**src/rtl/ciam_pkg.sv**
```systemverilog
// constants for the cyclic io assembly mapper: apb map, layouts, lengths
// assumes one 200 MHz clock and a synchronous active-high reset
// Behaviour
// poll output layout from vendor attribute one
// poll output layout from written assembly path
// output selections: ctrl1, ctrl2, or both
// poll input layout from vendor attribute two
// poll input path assemblies 120..131 select 0..11
// input lengths 6, 14 or 10 bytes
// short layouts: gross/net, integer/float value
// strobe layout from path assemblies 140..143
// strobe payload value, status, digital inputs
// cyclic layout from vendor attribute four
// cyclic layout from path assemblies 160..163
// cyclic payload value, status, digital inputs
// least significant byte first, single float
package ciam_pkg;
	// ==========================================================
	// apb register byte offsets
	localparam logic [7:0] ADDR_SEL_POLL_OUT = 8'h00;
	localparam logic [7:0] ADDR_SEL_POLL_IN = 8'h04;
	localparam logic [7:0] ADDR_SEL_STROBE = 8'h08;
	localparam logic [7:0] ADDR_SEL_COS = 8'h0C;
	localparam logic [7:0] ADDR_PATH_POLL_OUT = 8'h10;
	localparam logic [7:0] ADDR_PATH_POLL_IN = 8'h14;
	localparam logic [7:0] ADDR_PATH_STROBE = 8'h18;
	localparam logic [7:0] ADDR_PATH_COS = 8'h1C;
	localparam logic [7:0] ADDR_STATUS = 8'h20;
	// ==========================================================
	// assembly path word: class [23:16], instance [15:8], attribute [7:0]
	localparam logic [7:0] PATH_CLASS = 8'h04;
	localparam logic [7:0] PATH_ATTR = 8'h02;
	localparam logic [7:0] ASM_POLL_OUT_BASE = 8'h64;
	localparam logic [7:0] ASM_POLL_IN_BASE = 8'h78;
	localparam logic [7:0] ASM_STROBE_BASE = 8'h8C;
	localparam logic [7:0] ASM_COS_BASE = 8'hA0;
	localparam logic [3:0] MAX_SEL_POLL_OUT = 4'h2;
	localparam logic [3:0] MAX_SEL_POLL_IN = 4'hB;
	localparam logic [3:0] MAX_SEL_SHORT = 4'h3;
	localparam logic [3:0] SEL_RESET = 4'h0;
	// ==========================================================
	// payload lengths in bytes
	localparam logic [3:0] LEN_SHORT = 4'h6;
	localparam logic [3:0] LEN_PEAKS = 4'hE;
	localparam logic [3:0] LEN_PP = 4'hA;
	localparam logic [1:0] LEN_OUT_ONE = 2'h1;
	localparam logic [1:0] LEN_OUT_TWO = 2'h2;
	localparam int FIFO_DEPTH = 16;
	localparam int FIFO_WIDTH = 9;
	// ==========================================================
	// message kinds
	typedef enum logic [1:0] {
		CIAM_KIND_POLL,
		CIAM_KIND_STROBE,
		CIAM_KIND_COS
	} ciam_kind_t;
endpackage

```
**src/rtl/ciam_top.sv**
```systemverilog
// cyclic payload builder and parser with apb selection registers
// assumes measurement values and byte streams come from same-clock logic
`timescale 1ns/10ps

// ==========================================================
// synchronous fifo with valid/ready on both sides
module ciam_fifo #(
	parameter int WIDTH = 9,
	parameter int DEPTH = 16
) (
	// clock and reset
	input wire logic i_sys_clk,
	input wire logic i_sys_rst,
	// fill side
	input wire logic i_in_valid,
	input wire logic [WIDTH-1:0] i_in_data,
	output logic o_in_ready,
	// drain side
	output logic o_out_valid,
	output logic [WIDTH-1:0] o_out_data,
	input wire logic i_out_ready
);
	localparam int AW = $clog2(DEPTH);
	logic [WIDTH-1:0] mem [DEPTH];
	logic [AW-1:0] wptr_r;
	logic [AW-1:0] rptr_r;
	logic [AW:0] count_r;
	logic push;
	logic pop;

	assign o_in_ready = (count_r != (AW+1)'(DEPTH));
	assign o_out_valid = (count_r != '0);
	assign o_out_data = mem[rptr_r];
	assign push = i_in_valid && o_in_ready;
	assign pop = o_out_valid && i_out_ready;

	always_ff @(posedge i_sys_clk) begin
		if (push) begin
			mem[wptr_r] <= i_in_data;
		end
	end

	always_ff @(posedge i_sys_clk) begin
		if (i_sys_rst) begin
			wptr_r <= '0;
			rptr_r <= '0;
			count_r <= '0;
		end else begin
			if (push) begin
				wptr_r <= wptr_r + 1'b1;
			end
			if (pop) begin
				rptr_r <= rptr_r + 1'b1;
			end
			if (push && !pop) begin
				count_r <= count_r + 1'b1;
			end else if (pop && !push) begin
				count_r <= count_r - 1'b1;
			end
		end
	end
endmodule

// ==========================================================
// top: selection registers, input payload framer, output payload parser
module ciam_top (
	// clock and reset
	input wire logic i_sys_clk,
	input wire logic i_sys_rst,
	// apb slave
	input wire logic i_psel,
	input wire logic i_penable,
	input wire logic i_pwrite,
	input wire logic [7:0] i_paddr,
	input wire logic [31:0] i_pwdata,
	output logic [31:0] o_prdata,
	output logic o_pready,
	output logic o_pslverr,
	// measured values
	input wire logic [31:0] i_gross_int,
	input wire logic [31:0] i_gross_flt,
	input wire logic [31:0] i_net_int,
	input wire logic [31:0] i_net_flt,
	input wire logic [31:0] i_peak_min_int,
	input wire logic [31:0] i_peak_min_flt,
	input wire logic [31:0] i_peak_max_int,
	input wire logic [31:0] i_peak_max_flt,
	input wire logic [31:0] i_peak_pp_int,
	input wire logic [31:0] i_peak_pp_flt,
	input wire logic [7:0] i_measurement_status_byte,
	input wire logic [7:0] i_digital_input_state_byte,
	// input payload request
	input wire logic i_tx_req,
	input wire logic [1:0] i_tx_kind,
	output logic o_tx_busy,
	// input payload byte stream
	output logic o_tx_valid,
	output logic [7:0] o_tx_data,
	output logic o_tx_last,
	input wire logic i_tx_ready,
	// output payload byte stream
	input wire logic i_rx_valid,
	input wire logic [7:0] i_rx_data,
	input wire logic i_rx_last,
	output logic o_rx_ready,
	// parsed control bytes
	output logic [7:0] o_first_control_byte,
	output logic [7:0] o_second_control_byte,
	output logic o_rx_done,
	output logic o_rx_len_err
);
	typedef enum logic {
		CIAM_IDLE,
		CIAM_SEND
	} ciam_state_t;

	logic [3:0] sel_out_r;
	logic [3:0] sel_in_r;
	logic [3:0] sel_strobe_r;
	logic [3:0] sel_cos_r;
	logic [31:0] rdata_nxt;
	logic slverr_nxt;
	logic [3:0] wsel_nxt;
	logic wr_ok;
	logic setup;
	logic wr_acc;
	logic [7:0] path_inst;
	logic path_form;

	// ==========================================================
	// apb: decode in setup, answer in access so read data is registered
	assign setup = i_psel && !i_penable;
	assign wr_acc = i_psel && i_penable && i_pwrite && !o_pslverr;
	assign path_inst = i_pwdata[15:8];
	assign path_form = (i_pwdata[23:16] == ciam_pkg::PATH_CLASS) && (i_pwdata[7:0] == ciam_pkg::PATH_ATTR);

	function automatic logic [31:0] path_of(input logic [7:0] base, input logic [3:0] sel);
		path_of = {8'h00, ciam_pkg::PATH_CLASS, 8'(base + 8'(sel)), ciam_pkg::PATH_ATTR};
	endfunction

	always_comb begin
		rdata_nxt = '0;
		slverr_nxt = 1'b0;
		wsel_nxt = i_pwdata[3:0];
		wr_ok = (i_pwdata[31:4] == '0);
		if (i_paddr == ciam_pkg::ADDR_SEL_POLL_OUT) begin
			rdata_nxt = {28'h0000000, sel_out_r};
			wr_ok = wr_ok && (i_pwdata[3:0] <= ciam_pkg::MAX_SEL_POLL_OUT);
		end else if (i_paddr == ciam_pkg::ADDR_SEL_POLL_IN) begin
			rdata_nxt = {28'h0000000, sel_in_r};
			wr_ok = wr_ok && (i_pwdata[3:0] <= ciam_pkg::MAX_SEL_POLL_IN);
		end else if (i_paddr == ciam_pkg::ADDR_SEL_STROBE) begin
			rdata_nxt = {28'h0000000, sel_strobe_r};
			wr_ok = wr_ok && (i_pwdata[3:0] <= ciam_pkg::MAX_SEL_SHORT);
		end else if (i_paddr == ciam_pkg::ADDR_SEL_COS) begin
			rdata_nxt = {28'h0000000, sel_cos_r};
			wr_ok = wr_ok && (i_pwdata[3:0] <= ciam_pkg::MAX_SEL_SHORT);
		end else if (i_paddr == ciam_pkg::ADDR_PATH_POLL_OUT) begin
			rdata_nxt = path_of(ciam_pkg::ASM_POLL_OUT_BASE, sel_out_r);
			wsel_nxt = 4'(path_inst - ciam_pkg::ASM_POLL_OUT_BASE);
			wr_ok = path_form && (path_inst >= ciam_pkg::ASM_POLL_OUT_BASE)
				&& (path_inst <= ciam_pkg::ASM_POLL_OUT_BASE + 8'(ciam_pkg::MAX_SEL_POLL_OUT));
		end else if (i_paddr == ciam_pkg::ADDR_PATH_POLL_IN) begin
			rdata_nxt = path_of(ciam_pkg::ASM_POLL_IN_BASE, sel_in_r);
			wsel_nxt = 4'(path_inst - ciam_pkg::ASM_POLL_IN_BASE);
			wr_ok = path_form && (path_inst >= ciam_pkg::ASM_POLL_IN_BASE)
				&& (path_inst <= ciam_pkg::ASM_POLL_IN_BASE + 8'(ciam_pkg::MAX_SEL_POLL_IN));
		end else if (i_paddr == ciam_pkg::ADDR_PATH_STROBE) begin
			rdata_nxt = path_of(ciam_pkg::ASM_STROBE_BASE, sel_strobe_r);
			wsel_nxt = 4'(path_inst - ciam_pkg::ASM_STROBE_BASE);
			wr_ok = path_form && (path_inst >= ciam_pkg::ASM_STROBE_BASE)
				&& (path_inst <= ciam_pkg::ASM_STROBE_BASE + 8'(ciam_pkg::MAX_SEL_SHORT));
		end else if (i_paddr == ciam_pkg::ADDR_PATH_COS) begin
			rdata_nxt = path_of(ciam_pkg::ASM_COS_BASE, sel_cos_r);
			wsel_nxt = 4'(path_inst - ciam_pkg::ASM_COS_BASE);
			wr_ok = path_form && (path_inst >= ciam_pkg::ASM_COS_BASE)
				&& (path_inst <= ciam_pkg::ASM_COS_BASE + 8'(ciam_pkg::MAX_SEL_SHORT));
		end else if (i_paddr == ciam_pkg::ADDR_STATUS) begin
			rdata_nxt = {31'h00000000, o_tx_busy};
			wr_ok = 1'b0;
		end else begin
			wr_ok = 1'b0;
			slverr_nxt = 1'b1;
		end
		// out-of-range selections and malformed paths are refused, not clipped
		if (i_pwrite && !wr_ok) begin
			slverr_nxt = 1'b1;
		end
	end

	always_ff @(posedge i_sys_clk) begin
		if (i_sys_rst) begin
			o_prdata <= '0;
			o_pslverr <= 1'b0;
		end else if (setup) begin
			o_prdata <= i_pwrite ? 32'h00000000 : rdata_nxt;
			o_pslverr <= slverr_nxt;
		end
	end

	assign o_pready = i_psel && i_penable;

	// either the vendor attribute or the assembly path lands in one selection
	always_ff @(posedge i_sys_clk) begin
		if (i_sys_rst) begin
			sel_out_r <= ciam_pkg::SEL_RESET;
			sel_in_r <= ciam_pkg::SEL_RESET;
			sel_strobe_r <= ciam_pkg::SEL_RESET;
			sel_cos_r <= ciam_pkg::SEL_RESET;
		end else if (wr_acc) begin
			if (i_paddr == ciam_pkg::ADDR_SEL_POLL_OUT || i_paddr == ciam_pkg::ADDR_PATH_POLL_OUT) begin
				sel_out_r <= wsel_nxt;
			end else if (i_paddr == ciam_pkg::ADDR_SEL_POLL_IN || i_paddr == ciam_pkg::ADDR_PATH_POLL_IN) begin
				sel_in_r <= wsel_nxt;
			end else if (i_paddr == ciam_pkg::ADDR_SEL_STROBE || i_paddr == ciam_pkg::ADDR_PATH_STROBE) begin
				sel_strobe_r <= wsel_nxt;
			end else if (i_paddr == ciam_pkg::ADDR_SEL_COS || i_paddr == ciam_pkg::ADDR_PATH_COS) begin
				sel_cos_r <= wsel_nxt;
			end
		end
	end

	// ==========================================================
	// input payload framer: snapshot then shift bytes into the fifo
	ciam_state_t state_r;
	logic [111:0] shift_r;
	logic [3:0] left_r;
	logic [111:0] frame_nxt;
	logic [3:0] len_nxt;
	logic [3:0] sel_use;
	logic [31:0] value_sel;
	logic [31:0] pmin_sel;
	logic [31:0] pmax_sel;
	logic [31:0] pp_sel;
	logic fifo_in_ready;
	logic push;

	always_comb begin
		if (ciam_pkg::ciam_kind_t'(i_tx_kind) == ciam_pkg::CIAM_KIND_STROBE) begin
			sel_use = sel_strobe_r;
		end else if (ciam_pkg::ciam_kind_t'(i_tx_kind) == ciam_pkg::CIAM_KIND_COS) begin
			sel_use = sel_cos_r;
		end else begin
			sel_use = sel_in_r;
		end
		// bit 0 picks float, net is selections 2,3 and 8..11
		if (sel_use[0]) begin
			value_sel = (sel_use[1] && sel_use <= ciam_pkg::MAX_SEL_SHORT) || sel_use[3] ? i_net_flt : i_gross_flt;
			pmin_sel = i_peak_min_flt;
			pmax_sel = i_peak_max_flt;
			pp_sel = i_peak_pp_flt;
		end else begin
			value_sel = (sel_use[1] && sel_use <= ciam_pkg::MAX_SEL_SHORT) || sel_use[3] ? i_net_int : i_gross_int;
			pmin_sel = i_peak_min_int;
			pmax_sel = i_peak_max_int;
			pp_sel = i_peak_pp_int;
		end
		// byte 0 in bits [7:0]: least significant byte leaves first
		if (sel_use <= ciam_pkg::MAX_SEL_SHORT) begin
			len_nxt = ciam_pkg::LEN_SHORT;
			frame_nxt = {64'h0, i_digital_input_state_byte, i_measurement_status_byte, value_sel};
		end else if (sel_use[1] == 1'b0) begin
			len_nxt = ciam_pkg::LEN_PEAKS;
			frame_nxt = {i_digital_input_state_byte, i_measurement_status_byte, pmax_sel, pmin_sel, value_sel};
		end else begin
			len_nxt = ciam_pkg::LEN_PP;
			frame_nxt = {32'h0, i_digital_input_state_byte, i_measurement_status_byte, pp_sel, value_sel};
		end
	end

	assign o_tx_busy = (state_r == CIAM_SEND);
	assign push = (state_r == CIAM_SEND) && fifo_in_ready;

	// requests arriving while a frame is still being queued are dropped
	always_ff @(posedge i_sys_clk) begin
		if (i_sys_rst) begin
			state_r <= CIAM_IDLE;
			shift_r <= '0;
			left_r <= '0;
		end else begin
			case (state_r)
				CIAM_IDLE: begin
					if (i_tx_req && i_tx_kind != 2'h3) begin
						shift_r <= frame_nxt;
						left_r <= len_nxt;
						state_r <= CIAM_SEND;
					end
				end
				CIAM_SEND: begin
					if (push) begin
						shift_r <= {8'h00, shift_r[111:8]};
						left_r <= left_r - 1'b1;
						if (left_r == 4'h1) begin
							state_r <= CIAM_IDLE;
						end
					end
				end
				default: state_r <= CIAM_IDLE;
			endcase
		end
	end

	ciam_fifo #(
		.WIDTH(ciam_pkg::FIFO_WIDTH),
		.DEPTH(ciam_pkg::FIFO_DEPTH)
	) u_fifo (
		.i_sys_clk(i_sys_clk),
		.i_sys_rst(i_sys_rst),
		.i_in_valid(state_r == CIAM_SEND),
		.i_in_data({left_r == 4'h1, shift_r[7:0]}),
		.o_in_ready(fifo_in_ready),
		.o_out_valid(o_tx_valid),
		.o_out_data({o_tx_last, o_tx_data}),
		.i_out_ready(i_tx_ready)
	);

	// ==========================================================
	// output payload parser: control bytes commit only on a correct length
	logic [7:0] rx_b0_r;
	logic [1:0] rx_cnt_r;
	logic [1:0] rx_len;
	logic [1:0] rx_exp;

	assign o_rx_ready = 1'b1;
	assign rx_len = (rx_cnt_r == 2'h3) ? rx_cnt_r : rx_cnt_r + 1'b1;
	assign rx_exp = (sel_out_r == ciam_pkg::MAX_SEL_POLL_OUT) ? ciam_pkg::LEN_OUT_TWO : ciam_pkg::LEN_OUT_ONE;

	always_ff @(posedge i_sys_clk) begin
		if (i_sys_rst) begin
			rx_b0_r <= '0;
			rx_cnt_r <= '0;
			o_first_control_byte <= '0;
			o_second_control_byte <= '0;
			o_rx_done <= 1'b0;
			o_rx_len_err <= 1'b0;
		end else begin
			o_rx_done <= 1'b0;
			o_rx_len_err <= 1'b0;
			if (i_rx_valid) begin
				if (rx_cnt_r == 2'h0) begin
					rx_b0_r <= i_rx_data;
				end
				rx_cnt_r <= i_rx_last ? 2'h0 : rx_len;
				if (i_rx_last && rx_len != rx_exp) begin
					o_rx_len_err <= 1'b1;
				end else if (i_rx_last) begin
					o_rx_done <= 1'b1;
					if (sel_out_r == 4'h0) begin
						o_first_control_byte <= i_rx_data;
					end else if (sel_out_r == 4'h1) begin
						o_second_control_byte <= i_rx_data;
					end else begin
						o_first_control_byte <= rx_b0_r;
						o_second_control_byte <= i_rx_data;
					end
				end
			end
		end
	end
endmodule

```
**config.mk**
```make
export PLATFORM = sky130hd
export DESIGN_NAME = ciam_top
export DESIGN_NICKNAME = d
export VERILOG_FILES = /design/src/rtl/ciam_pkg.sv /design/src/rtl/ciam_top.sv
export SDC_FILE = /design/constraint.sdc
export NUM_CORES = 1
export LEC_CHECK = 0
export ABC_AREA = 0
export ABC_CLOCK_PERIOD_IN_PS = 3700
export BUFFER_PORTS_ARGS = -buffer_cell sky130_fd_sc_hd__buf_2
export CAP_MARGIN = 20
export CORE_MARGIN = 1
export CORE_UTILIZATION = 54
export CTS_CLUSTER_DIAMETER = 60
export CTS_CLUSTER_SIZE = 12
export DETAILED_ROUTE_END_ITERATION = 16
export PLACE_DENSITY = 0.89
export SLEW_MARGIN = 20
export SYNTH_ARGS = -nofsm -noshare
export SYNTH_HDL_FRONTEND = slang
export SYNTH_SLANG_ARGS = --single-unit
```
**constraint.sdc**
```tcl
create_clock -name i_sys_clk -period 3.7 [get_ports i_sys_clk]
set_input_delay 0.37 -clock i_sys_clk [delete_from_list [all_inputs] [get_ports i_sys_clk]]
set_output_delay 0.37 -clock i_sys_clk [all_outputs]
set_load 0.005 [all_outputs]
```
==> impl_metrics.json, run 1 <==
{
  "post_route_cells_drive_above_1_share": 0.277,
  "yosys_register_bits": 336,
  "row_count": 65,
  "number_of_global_route_vias_before_repair": 15300,
  "post_drt_via_cell_ratio": 6.00,
  "cp-start-kind": "flop",
  "io_pins": 459,
  "net-switching-power_w": 0.00292,
  "detail-route-antenna-nets": 0,
  "timing.slew.headroom": 0.288,
  "post_drt_wl_per_cell_um": 19.9,
  "fin_crit_sh": 0.827,
  "setup_repair_after_global_routing_missed_its_margin": "false",
  "wire_length_of_the_first_global_routing_pass_mm": 81.5,
  "detailed_place.area_um2": 19600,
  "dieArea_um2": 32700,
  "post-layout-total-power_w": 0.00997,
  "layout_setup_ws_ns": 0.640,
  "worst_path_clk_slew_ns": 0.06,
  "postSynthAreaPerCell_um2": 9.34,
  "grt_max_degree": 122,
  "drt_first_iter_violations": 1546,
  "die_h_um": 181,
  "synthesized_instance_count": 1851,
  "required_ns": 3.33,
  "max_slew.worst_pin.slew_ns": 1.06,
  "timing_hold_violations_final": 0,
  "finalSetupViolCount": 0,
  "cts_max_path_buffers": 3,
  "crit_path_max_fanout": 36,
  "synthArstFlopShare": 0,
  "netSwitchingFraction": 0.293,
  "maxClockFrequency_mhz": 327,
  "critical_path_arrival_ns": 2.69,
  "clock_insertion_delay_worst_skew_ns": 0.51,
  "cts-resized-gates": 0,
  "detailedPlace.worstSlack_ns": 0.855,
  "dominant_synthesized_flop_cell": "sky130_fd_sc_hd__dfxtp_1",
  "power_frac_clock": 0.329,
  "finish.net_count": 2626,
  "critPathCaptureType": "output port",
  "run_status": "complete, no violations",
  "synth-edff-count": 144,
  "grt_antenna_before_repair": 5,
  "power_per_cell_area_nw_per_um2": 483,
  "drv_cap": 0,
  "post_synth_instance_area_um2": 17300,
  "overflow": 0,
  "routabilityCongestion": 0.928,
  "starting_utilization_of_the_core_area": 0.548,
  "ys.warnings.count": 0,
  "htree_levels": 2,
  "power.ir.vdd_worst_mv": 0.431,
  "worstSetupPathType": "flop to output port",
  "hpwl_reported_at_the_end_of_detailed_placement_mm": 37.6,
  "synth.distinct_cells": 79,
  "die_x_um": 181,
  "area_growth_syn_to_layout_pct": 19.3,
  "port_buffers": 438,
  "grt_usage": 0.313,
  "post-route-drc-count": 0,
  "stdcell_area_um2": 20600,
  "leakagePower_nw": 8.23,
  "clock_tree_from_tritoncts": "done",
  "cts_hold_buffers": 0,
  "dr_total_vias": 15800,
  "timing_max_transition_violations_final": 0,
  "finClkSkew_ns": 0.0176,
  "power.share.sequential": 0.440,
  "cts.sinks": 336,
  "hp-class": "input port to flop",
  "drt-pass1-iter-count": 5,
  "power.internal_w": 0.00705,
  "finish.utilization": 0.654,
  "part_of_the_yosys_area_used_for_sequential_elements": 0.472,
  "core_region_area_um2": 31600,
  "combPwrFrac": 0.231,
  "drt_wl_total_mm": 52.5,
  "tritoncts.num_buffers": 35,
  "cts_setup_buffers": 0,
  "cts.root.buffer_cell": "sky130_fd_sc_hd__clkbuf_16",
  "timing.setup.tns_ns": 0,
  "setup.reg_to_reg.worst_slack_ns": 0.75,
  "post-route-min-period_ns": 3.06
}
==> placed cells by master, fill, tap and decap left out, drive strengths merged, types with 19 or more instances in the layout <==
master / instances
buf: 472
nand2: 371
a21oi: 203
dfxtp: 192
nor2: 172
edfxtp: 144
a211oi: 89
o21ai: 62
clkbuf: 49
mux4: 46
mux2i: 37
nor3: 35
a21boi: 32
nand3: 30
a2111oi: 27
conb: 20
o211ai: 20
inv: 20
or3: 19
==> power by group through the flow <==
stage               sequential, W  combinational (W)  clock (W)
floorplan                 0.00437            0.00161          0
global placement          0.00443            0.00221          0
detailed placement        0.00445            0.00228          0
CTS                       0.00438            0.00230    0.00330
global route              0.00441            0.00252    0.00345
finish                    0.00439            0.00231    0.00328
==> state kept, by name, summed over array words and instances, names as in the netlist, named ones only <==
register and cells:
u_fifo.count_r 5, sel_in_r 4, u_fifo.rptr_r 4, o_second_control_byte 8
rx_cnt_r 2, shift_r 112, left_r 4, o_first_control_byte 8
u_fifo.wptr_r 4, u_fifo.mem 144, o_tx_busy 1, sel_strobe_r 4
o_pslverr 1, sel_cos_r 4, rx_b0_r 8, sel_out_r 4
o_prdata 13, o_rx_done 1, o_rx_len_err 1
==> worst paths after layout <==
kind | end | startpoint | cells past startpoint
max | o_tx_data[1] | flop | 4
min | rx_cnt_r[1] | i_rx_last | 2
max reg2reg | u_fifo.count_r[4] | u_fifo.count_r[1] | 12
min reg2reg | shift_r[108] | shift_r[108] | 2
==> synth_stat cells (27+ instances only) <==
master                        n  area [um^2]
sky130_fd_sc_hd__o21ai_1     28          140
sky130_fd_sc_hd__clkbuf_1    80          300
sky130_fd_sc_hd__mux2i_1     37          370
sky130_fd_sc_hd__nor3_1      34          170
sky130_fd_sc_hd__buf_2       43          215
sky130_fd_sc_hd__nand2_1    371         1390
sky130_fd_sc_hd__nand3_1     30          150
sky130_fd_sc_hd__a211oi_1    59          443
sky130_fd_sc_hd__o21ai_0     32          160
sky130_fd_sc_hd__a21oi_1    203         1020
sky130_fd_sc_hd__a21boi_1    28          210
sky130_fd_sc_hd__mux4_2      46         1040
sky130_fd_sc_hd__a2111oi_0   27          236
sky130_fd_sc_hd__edfxtp_1   144         4320
sky130_fd_sc_hd__nor2_1     170          638
sky130_fd_sc_hd__dfxtp_1    192         3840
sky130_fd_sc_hd__a211oi_2    30          375
==> through the flow <==
step                      hold slack [ns]  cells
after floorplan                     0.432   1869
after global placement              0.439   2577
after detailed placement            0.443   2577
after CTS                          0.0726   2633
after global routing               0.0893   2638
final                              0.0907   2638
==> cell type report <==
| cell class | instances | area (um^2) |
|---|---|---|
| clock inverter | 7 | 82.6 |
| tap | 402 | 503 |
| inverter | 18 | 67.6 |
| timing repair buffer | 472 | 2480 |
| fill | 2490 | 10900 |
| multi-input combinational | 1349 | 8370 |
| antenna | 5 | 12.5 |
| clock buffer | 49 | 950 |
| sequential | 336 | 8170 |
==> cells by family (layout without fill, tap and decap cells) <==
family / Yosys count / in the layout / synth area share
compound gates: 504 / 504 / 0.196
xor+xnor: 13 / 13 / 0.00767
fa+ha+maj: 19 / 19 / 0.0142
buf+inv: 184 / 546 / 0.0505
flops: 336 / 336 / 0.472
mux: 83 / 83 / 0.0813
other cells: 2 / 25 / 0.000434
simple gates: 710 / 710 / 0.177
==> critical path, cell delays in order, from the launching register on <==
cell and delay [ns]:
sky130_fd_sc_hd__dfxtp_2 0.31, sky130_fd_sc_hd__buf_4 0.56, sky130_fd_sc_hd__mux4_2 0.61, sky130_fd_sc_hd__mux4_2 0.52
sky130_fd_sc_hd__buf_2 0.15
==> layer usage <==
metal	global-route usage	wire length, um	vias to the layer above
met1	0.393	20600	7514
met4	0.133	2150	0
met3	0.0393	3460	140
li1	-	-	7392
met5	0	0	-
met2	0.544	26300	773
Power figures use the tool's default switching activity.
==> run 2: changes to the inputs <==
Settings changed: ABC_CLOCK_PERIOD_IN_PS 3700 to 2520, CORE_UTILIZATION 54 to 48, PLACE_DENSITY 0.89 to 0.84.
Clock period 3.7 ns to 2.52 ns, I/O delays scaled along.
==> impl_metrics.json, run 2 (synthesis gave the netlist of run 1 again) <==
{
  "cts_max_path_buffers": 3,
  "die_x_um": 192,
  "timing_hold_violations_final": 0,
  "dr_total_vias": 16100,
  "hpwl_reported_at_the_end_of_detailed_placement_mm": 38.4,
  "grt_usage": 0.284,
  "grt_max_degree": 94,
  "port_buffers": 438,
  "cts.sinks": 336,
  "largestRegisters": "u_fifo.mem (144), shift_r (112), o_prdata (13)",
  "row_count": 69,
  "cts.root.buffer_cell": "sky130_fd_sc_hd__clkbuf_16",
  "post-layout-total-power_w": 0.0154,
  "final_common_cell": "sky130_fd_sc_hd__buf_2",
  "clock_insertion_delay_worst_skew_ns": 0.52,
  "routabilityCongestion": 0.986,
  "critPathCaptureType": "output port",
  "post_route_cells_drive_above_1_share": 0.296,
  "area_growth_syn_to_layout_pct": 24.3,
  "drt-pass1-iter-count": 5,
  "wire_length_of_the_first_global_routing_pass_mm": 81.1,
  "required_ns": 2.27,
  "htree_levels": 2,
  "leakagePower_nw": 8.61,
  "register_name_with_the_most_flops": "u_fifo.mem",
  "worst_hold_slack_ns": 0.0184,
  "dieArea_um2": 36800,
  "post-route-drc-count": 0,
  "die_h_um": 192,
  "power_per_cell_area_nw_per_um2": 715,
  "finish.utilization": 0.606,
  "fin_crit_sh": 1.03,
  "finish.net_count": 2678,
  "grt_antenna_before_repair": 5,
  "drt_first_iter_violations": 1346,
  "tritoncts.num_buffers": 37,
  "timing.slew.headroom": 0.336,
  "violations": "setup timing",
  "worstSetupPathType": "flop to output port",
  "io_pins": 459,
  "post-route-min-period_ns": 2.61,
  "layout_setup_ws_ns": -0.0860,
  "crit_path_max_fanout": 5,
  "cp-start-kind": "flop",
  "finalSetupViolCount": 9,
  "starting_utilization_of_the_core_area": 0.487,
  "post_drt_via_cell_ratio": 5.83,
  "worst_path_clk_slew_ns": 0.06,
  "maxClockFrequency_mhz": 384,
  "clock_tree_from_tritoncts": "done",
  "detail-route-antenna-nets": 0,
  "core_region_area_um2": 35500,
  "hp-class": "input port to flop",
  "finClkSkew_ns": 0.0188,
  "mostFrequentLayoutCells": "sky130_fd_sc_hd__buf_2, sky130_fd_sc_hd__nand2_1, sky130_fd_sc_hd__a21oi_1",
  "drv_cap": 0,
  "max_slew.worst_pin.slew_ns": 0.997,
  "timing_max_transition_violations_final": 0,
  "number_of_global_route_vias_before_repair": 15200,
  "drt_wl_total_mm": 54.4,
  "critical_path_arrival_ns": 2.35,
  "run_status": "complete, but fails checks",
  "largest_register_ff_count": 144,
  "power.ir.vdd_worst_mv": 0.621,
  "overflow": 0,
  "n_fill_cell": 2957,
  "post_drt_wl_per_cell_um": 19.8,
  "setup_repair_after_global_routing_missed_its_margin": "true"
}
[run 2: changes by cell type in the layout (fill, tap and decap cells not counted), moves of 4 or more]
cell                            delta
sky130_fd_sc_hd__a2111oi_1         +9
sky130_fd_sc_hd__buf_12           +13
sky130_fd_sc_hd__buf_4            +23
sky130_fd_sc_hd__dlygate4sd3_1     +5
sky130_fd_sc_hd__a2111oi_0         -9
sky130_fd_sc_hd__clkbuf_16         +4
[run 2: metrics by stage]
| stage | setup slack [ns] | std cells | cell area, um^2 | setup TNS (ns) |
|---|---|---|---|---|
| 4_1_cts | -0.107 | 2742 | 21300 | -0.689 |
| 3_5_place_dp | -0.117 | 2672 | 20100 | -1.42 |
| 6_report | -0.0860 | 2755 | 21500 | -0.554 |
| 5_1_grt | -0.132 | 2752 | 21500 | -1.15 |
| 3_3_place_gp | -0.0743 | 2672 | 20100 | -0.793 |
| 2_1_floorplan | 0.0125 | 1869 | 17400 | 0 |
[run 2: routing by layer]
metal	part of all wire	GRT usage
met5	0.00024	0
met4	0.039	0.120
met3	0.071	0.0426
met2	0.49	0.483
met1	0.40	0.358
[run 2: area by class of cell]
cell class,instances,area (um^2),area share
Timing Repair Buffer,520,3100,0.144
Sequential cell,336,8180,0.380
Multi-Input combinational cell,1351,8450,0.393
Clock buffer,53,1020,0.0475
Tap cell,461,577,0.0268
Clock inverter,10,96.3,0.00448
Inverter,18,67.6,0.00314
Antenna cell,6,15.0,0.000698
[run 2: path summary, 6_finish.rpt]
check                    start                end  slack (ns)  cells after the start
min reg2reg       shift_r[108]       shift_r[108]        0.46                      2
max reg2reg  u_fifo.count_r[2]  u_fifo.count_r[4]        0.09                     12
min               i_rx_data[6]         rx_b0_r[6]        0.02                      3
max                       flop       o_tx_data[6]       -0.09                      5
[run 2: timing repair]
item / 4_1_cts / 5_1_grt
endpoints found under the hold margin: 5 / 0
setup endpoints to repair: 10 / 21
buffers inserted: 0 / 2
cloned: 2 / 5
pin swaps: 1 / 3
resized for setup: 4 / 15
hold buffers: 5 / 0
[run 2: worst max-delay path, cell delays in order, from the launching register on]
cell,delay [ns]
sky130_fd_sc_hd__dfxtp_4,0.41
sky130_fd_sc_hd__buf_12,0.14
sky130_fd_sc_hd__buf_16,0.13
sky130_fd_sc_hd__mux4_2,0.50
sky130_fd_sc_hd__mux4_2,0.49
sky130_fd_sc_hd__buf_2,0.15
[run 2: report_power, final]
| part | switching (W) | internal (W) |
|---|---|---|
| Combinational | 0.00201 | 0.00188 |
| Sequential | 0.000326 | 0.00612 |
| Clock | 0.00217 | 0.00286 |
| Total | 0.00451 | 0.0109 |
==> run 3: changes to the inputs <==
Settings changed: CORE_ASPECT_RATIO from default to 1.2.
==> impl_metrics.json, run 3 (synthesis gave the netlist of run 1 again) <==
{
  "run_status": "complete, but fails checks",
  "violations": "setup timing",
  "worst_r2r_endpoint": "u_fifo.count_r[4]",
  "wl_met1_mm": 20.7,
  "drt-pass1-iter-count": 5,
  "critical_path_arrival_ns": 2.32,
  "post-route-drc-count": 0,
  "dr_total_vias": 16000,
  "power_per_cell_area_nw_per_um2": 705,
  "hpwl_reported_at_the_end_of_detailed_placement_mm": 39.8,
  "die_x_um": 175,
  "maxClockFrequency_mhz": 389,
  "setup_repair_after_global_routing_missed_its_margin": "true",
  "leakagePower_nw": 8.54,
  "grt_max_degree": 94,
  "row_count": 75,
  "htree_levels": 2,
  "final-instance-count-excl-fill": 2754,
  "dr_wl_met2_mm": 28.1,
  "cts.root.buffer_cell": "sky130_fd_sc_hd__clkbuf_16",
  "drt_wl_total_mm": 55.0,
  "critPathCaptureType": "output port",
  "clock_tree_from_tritoncts": "done",
  "grt_usage": 0.294,
  "wire_length_of_the_first_global_routing_pass_mm": 84.4,
  "wl_met3_mm": 3.82,
  "finish.net_count": 2674,
  "post-layout-total-power_w": 0.0151,
  "cts_max_path_buffers": 3,
  "routabilityCongestion": 0.906,
  "hold_end": "o_second_control_byte[2]",
  "cts.sinks": 336,
  "max_slew.worst_pin.slew_ns": 0.984,
  "register_name_with_the_most_flops": "u_fifo.mem",
  "place_inst": 2678,
  "grt_antenna_before_repair": 13,
  "starting_utilization_of_the_core_area": 0.491,
  "post_drt_via_cell_ratio": 5.80,
  "finClkSkew_ns": 0.0230,
  "route.top_layer_used": "met5",
  "io_pins": 459,
  "overflow": 0,
  "core_region_area_um2": 35200,
  "number_of_global_route_vias_before_repair": 15800,
  "crit_path_max_fanout": 9,
  "worstSetupPathType": "flop to output port",
  "detail-route-antenna-nets": 0,
  "area_growth_syn_to_layout_pct": 23.5,
  "required_ns": 2.27,
  "mostFrequentLayoutCells": "sky130_fd_sc_hd__buf_2, sky130_fd_sc_hd__nand2_1, sky130_fd_sc_hd__a21oi_1",
  "timing_max_transition_violations_final": 0,
  "largest_register_ff_count": 144,
  "hold_path.startpoint": "i_rx_data[2]",
  "cp-start-kind": "flop",
  "largestRegisters": "u_fifo.mem (144), shift_r (112), o_prdata (13)",
  "power.ir.vdd_worst_mv": 0.431,
  "drt_first_iter_violations": 1471,
  "tritoncts.num_buffers": 35,
  "timing.slew.headroom": 0.344,
  "clock_insertion_delay_worst_skew_ns": 0.52,
  "post-route-min-period_ns": 2.57,
  "timing.rr.start": "u_fifo.count_r[3]",
  "dieArea_um2": 36800,
  "timing_hold_violations_final": 0,
  "finalSetupViolCount": 9,
  "layout_setup_ws_ns": -0.0539,
  "drv_cap": 0,
  "post_drt_wl_per_cell_um": 20.0,
  "setup.reg_to_reg.worst_slack_ns": 0.08,
  "post_route_cells_drive_above_1_share": 0.294,
  "hp-class": "input port to flop",
  "timing.hold.worst_path_depth": 3,
  "port_buffers": 438,
  "fin_crit_sh": 1.02,
  "final_common_cell": "sky130_fd_sc_hd__buf_2",
  "worst_path_clk_slew_ns": 0.06,
  "rr_worst_depth": 12,
  "die_h_um": 210
}
==> run 3: cell types whose count changed in the layout (fill, tap and decap cells not counted), sizes merged <==
| cell | previous run | this run |
|---|---|---|
| buf | 513 | 517 |
| bufinv | 0 | 1 |
| clkbuf | 55 | 53 |
| clkinv | 5 | 1 |
| diode | 6 | 10 |
| dlygate4sd3 | 5 | 2 |
| o221a | 2 | 1 |
| o221ai | 4 | 3 |
==> run 3: report_power, final <==
part           total [W]  switching (W)  internal (W)
registers        0.00646       0.000338       0.00612
logic            0.00378        0.00196       0.00182
clock network    0.00482        0.00209       0.00273
total             0.0151        0.00439        0.0107
==> run 3: repair_timing <==
action,in CTS,in global routing
setup endpoints to repair,10,18
endpoints found under the hold margin,1,0
resized for setup,3,12
pin swaps,1,6
cloned,2,1
hold buffers,2,0
buffers inserted,0,2
==> run 3: worst max-delay path: stages, from the launching register on <==
cell                      delay [ns]
sky130_fd_sc_hd__dfxtp_4        0.45
sky130_fd_sc_hd__buf_12         0.18
sky130_fd_sc_hd__mux4_2         0.54
sky130_fd_sc_hd__mux4_2         0.49
sky130_fd_sc_hd__buf_2          0.14
==> run 3: cell type report <==
| class | count | area (um^2) |
|---|---|---|
| fillers | 2964 | 13800 |
| multi-input cells | 1349 | 8420 |
| flip-flops and latches | 336 | 8180 |
| repair buffers | 520 | 3060 |
| clock buffers | 52 | 950 |
| well taps | 462 | 578 |
| clock inverters | 7 | 80.1 |
| inverters | 18 | 67.6 |
| diodes | 10 | 25.0 |
==> run 3: stage by stage <==
step | hold slack [ns] | utilization | worst slack, ns | cell area, um^2 | setup TNS, ns
after floorplan | 0.348 | - | 0.0125 | 17400 | 0
after global placement | 0.437 | 0.573 | -0.00299 | 20100 | -0.00299
after detailed placement | 0.445 | 0.573 | -0.0369 | 20100 | -0.0947
after CTS | 0.0140 | 0.604 | -0.0763 | 21300 | -0.544
after global routing | 0.0384 | 0.607 | -0.0952 | 21400 | -0.781
final | 0.0206 | 0.607 | -0.0539 | 21400 | -0.276
==> run 3: metal layers <==
layer,vias to the layer above,track usage
met5,-,0
met4,4,0.145
met3,138,0.0485
met2,761,0.512
met1,7570,0.350
li1,7497,-
==> run 3: worst max path at each step <==
stage	depth (start not counted)	endpoint
after floorplan	12	u_fifo.count_r[4]
after global placement	8	shift_r[1]
after detailed placement	6	shift_r[62]
after CTS	4	o_tx_last
after global routing	4	o_tx_data[6]
final	4	o_tx_data[3]
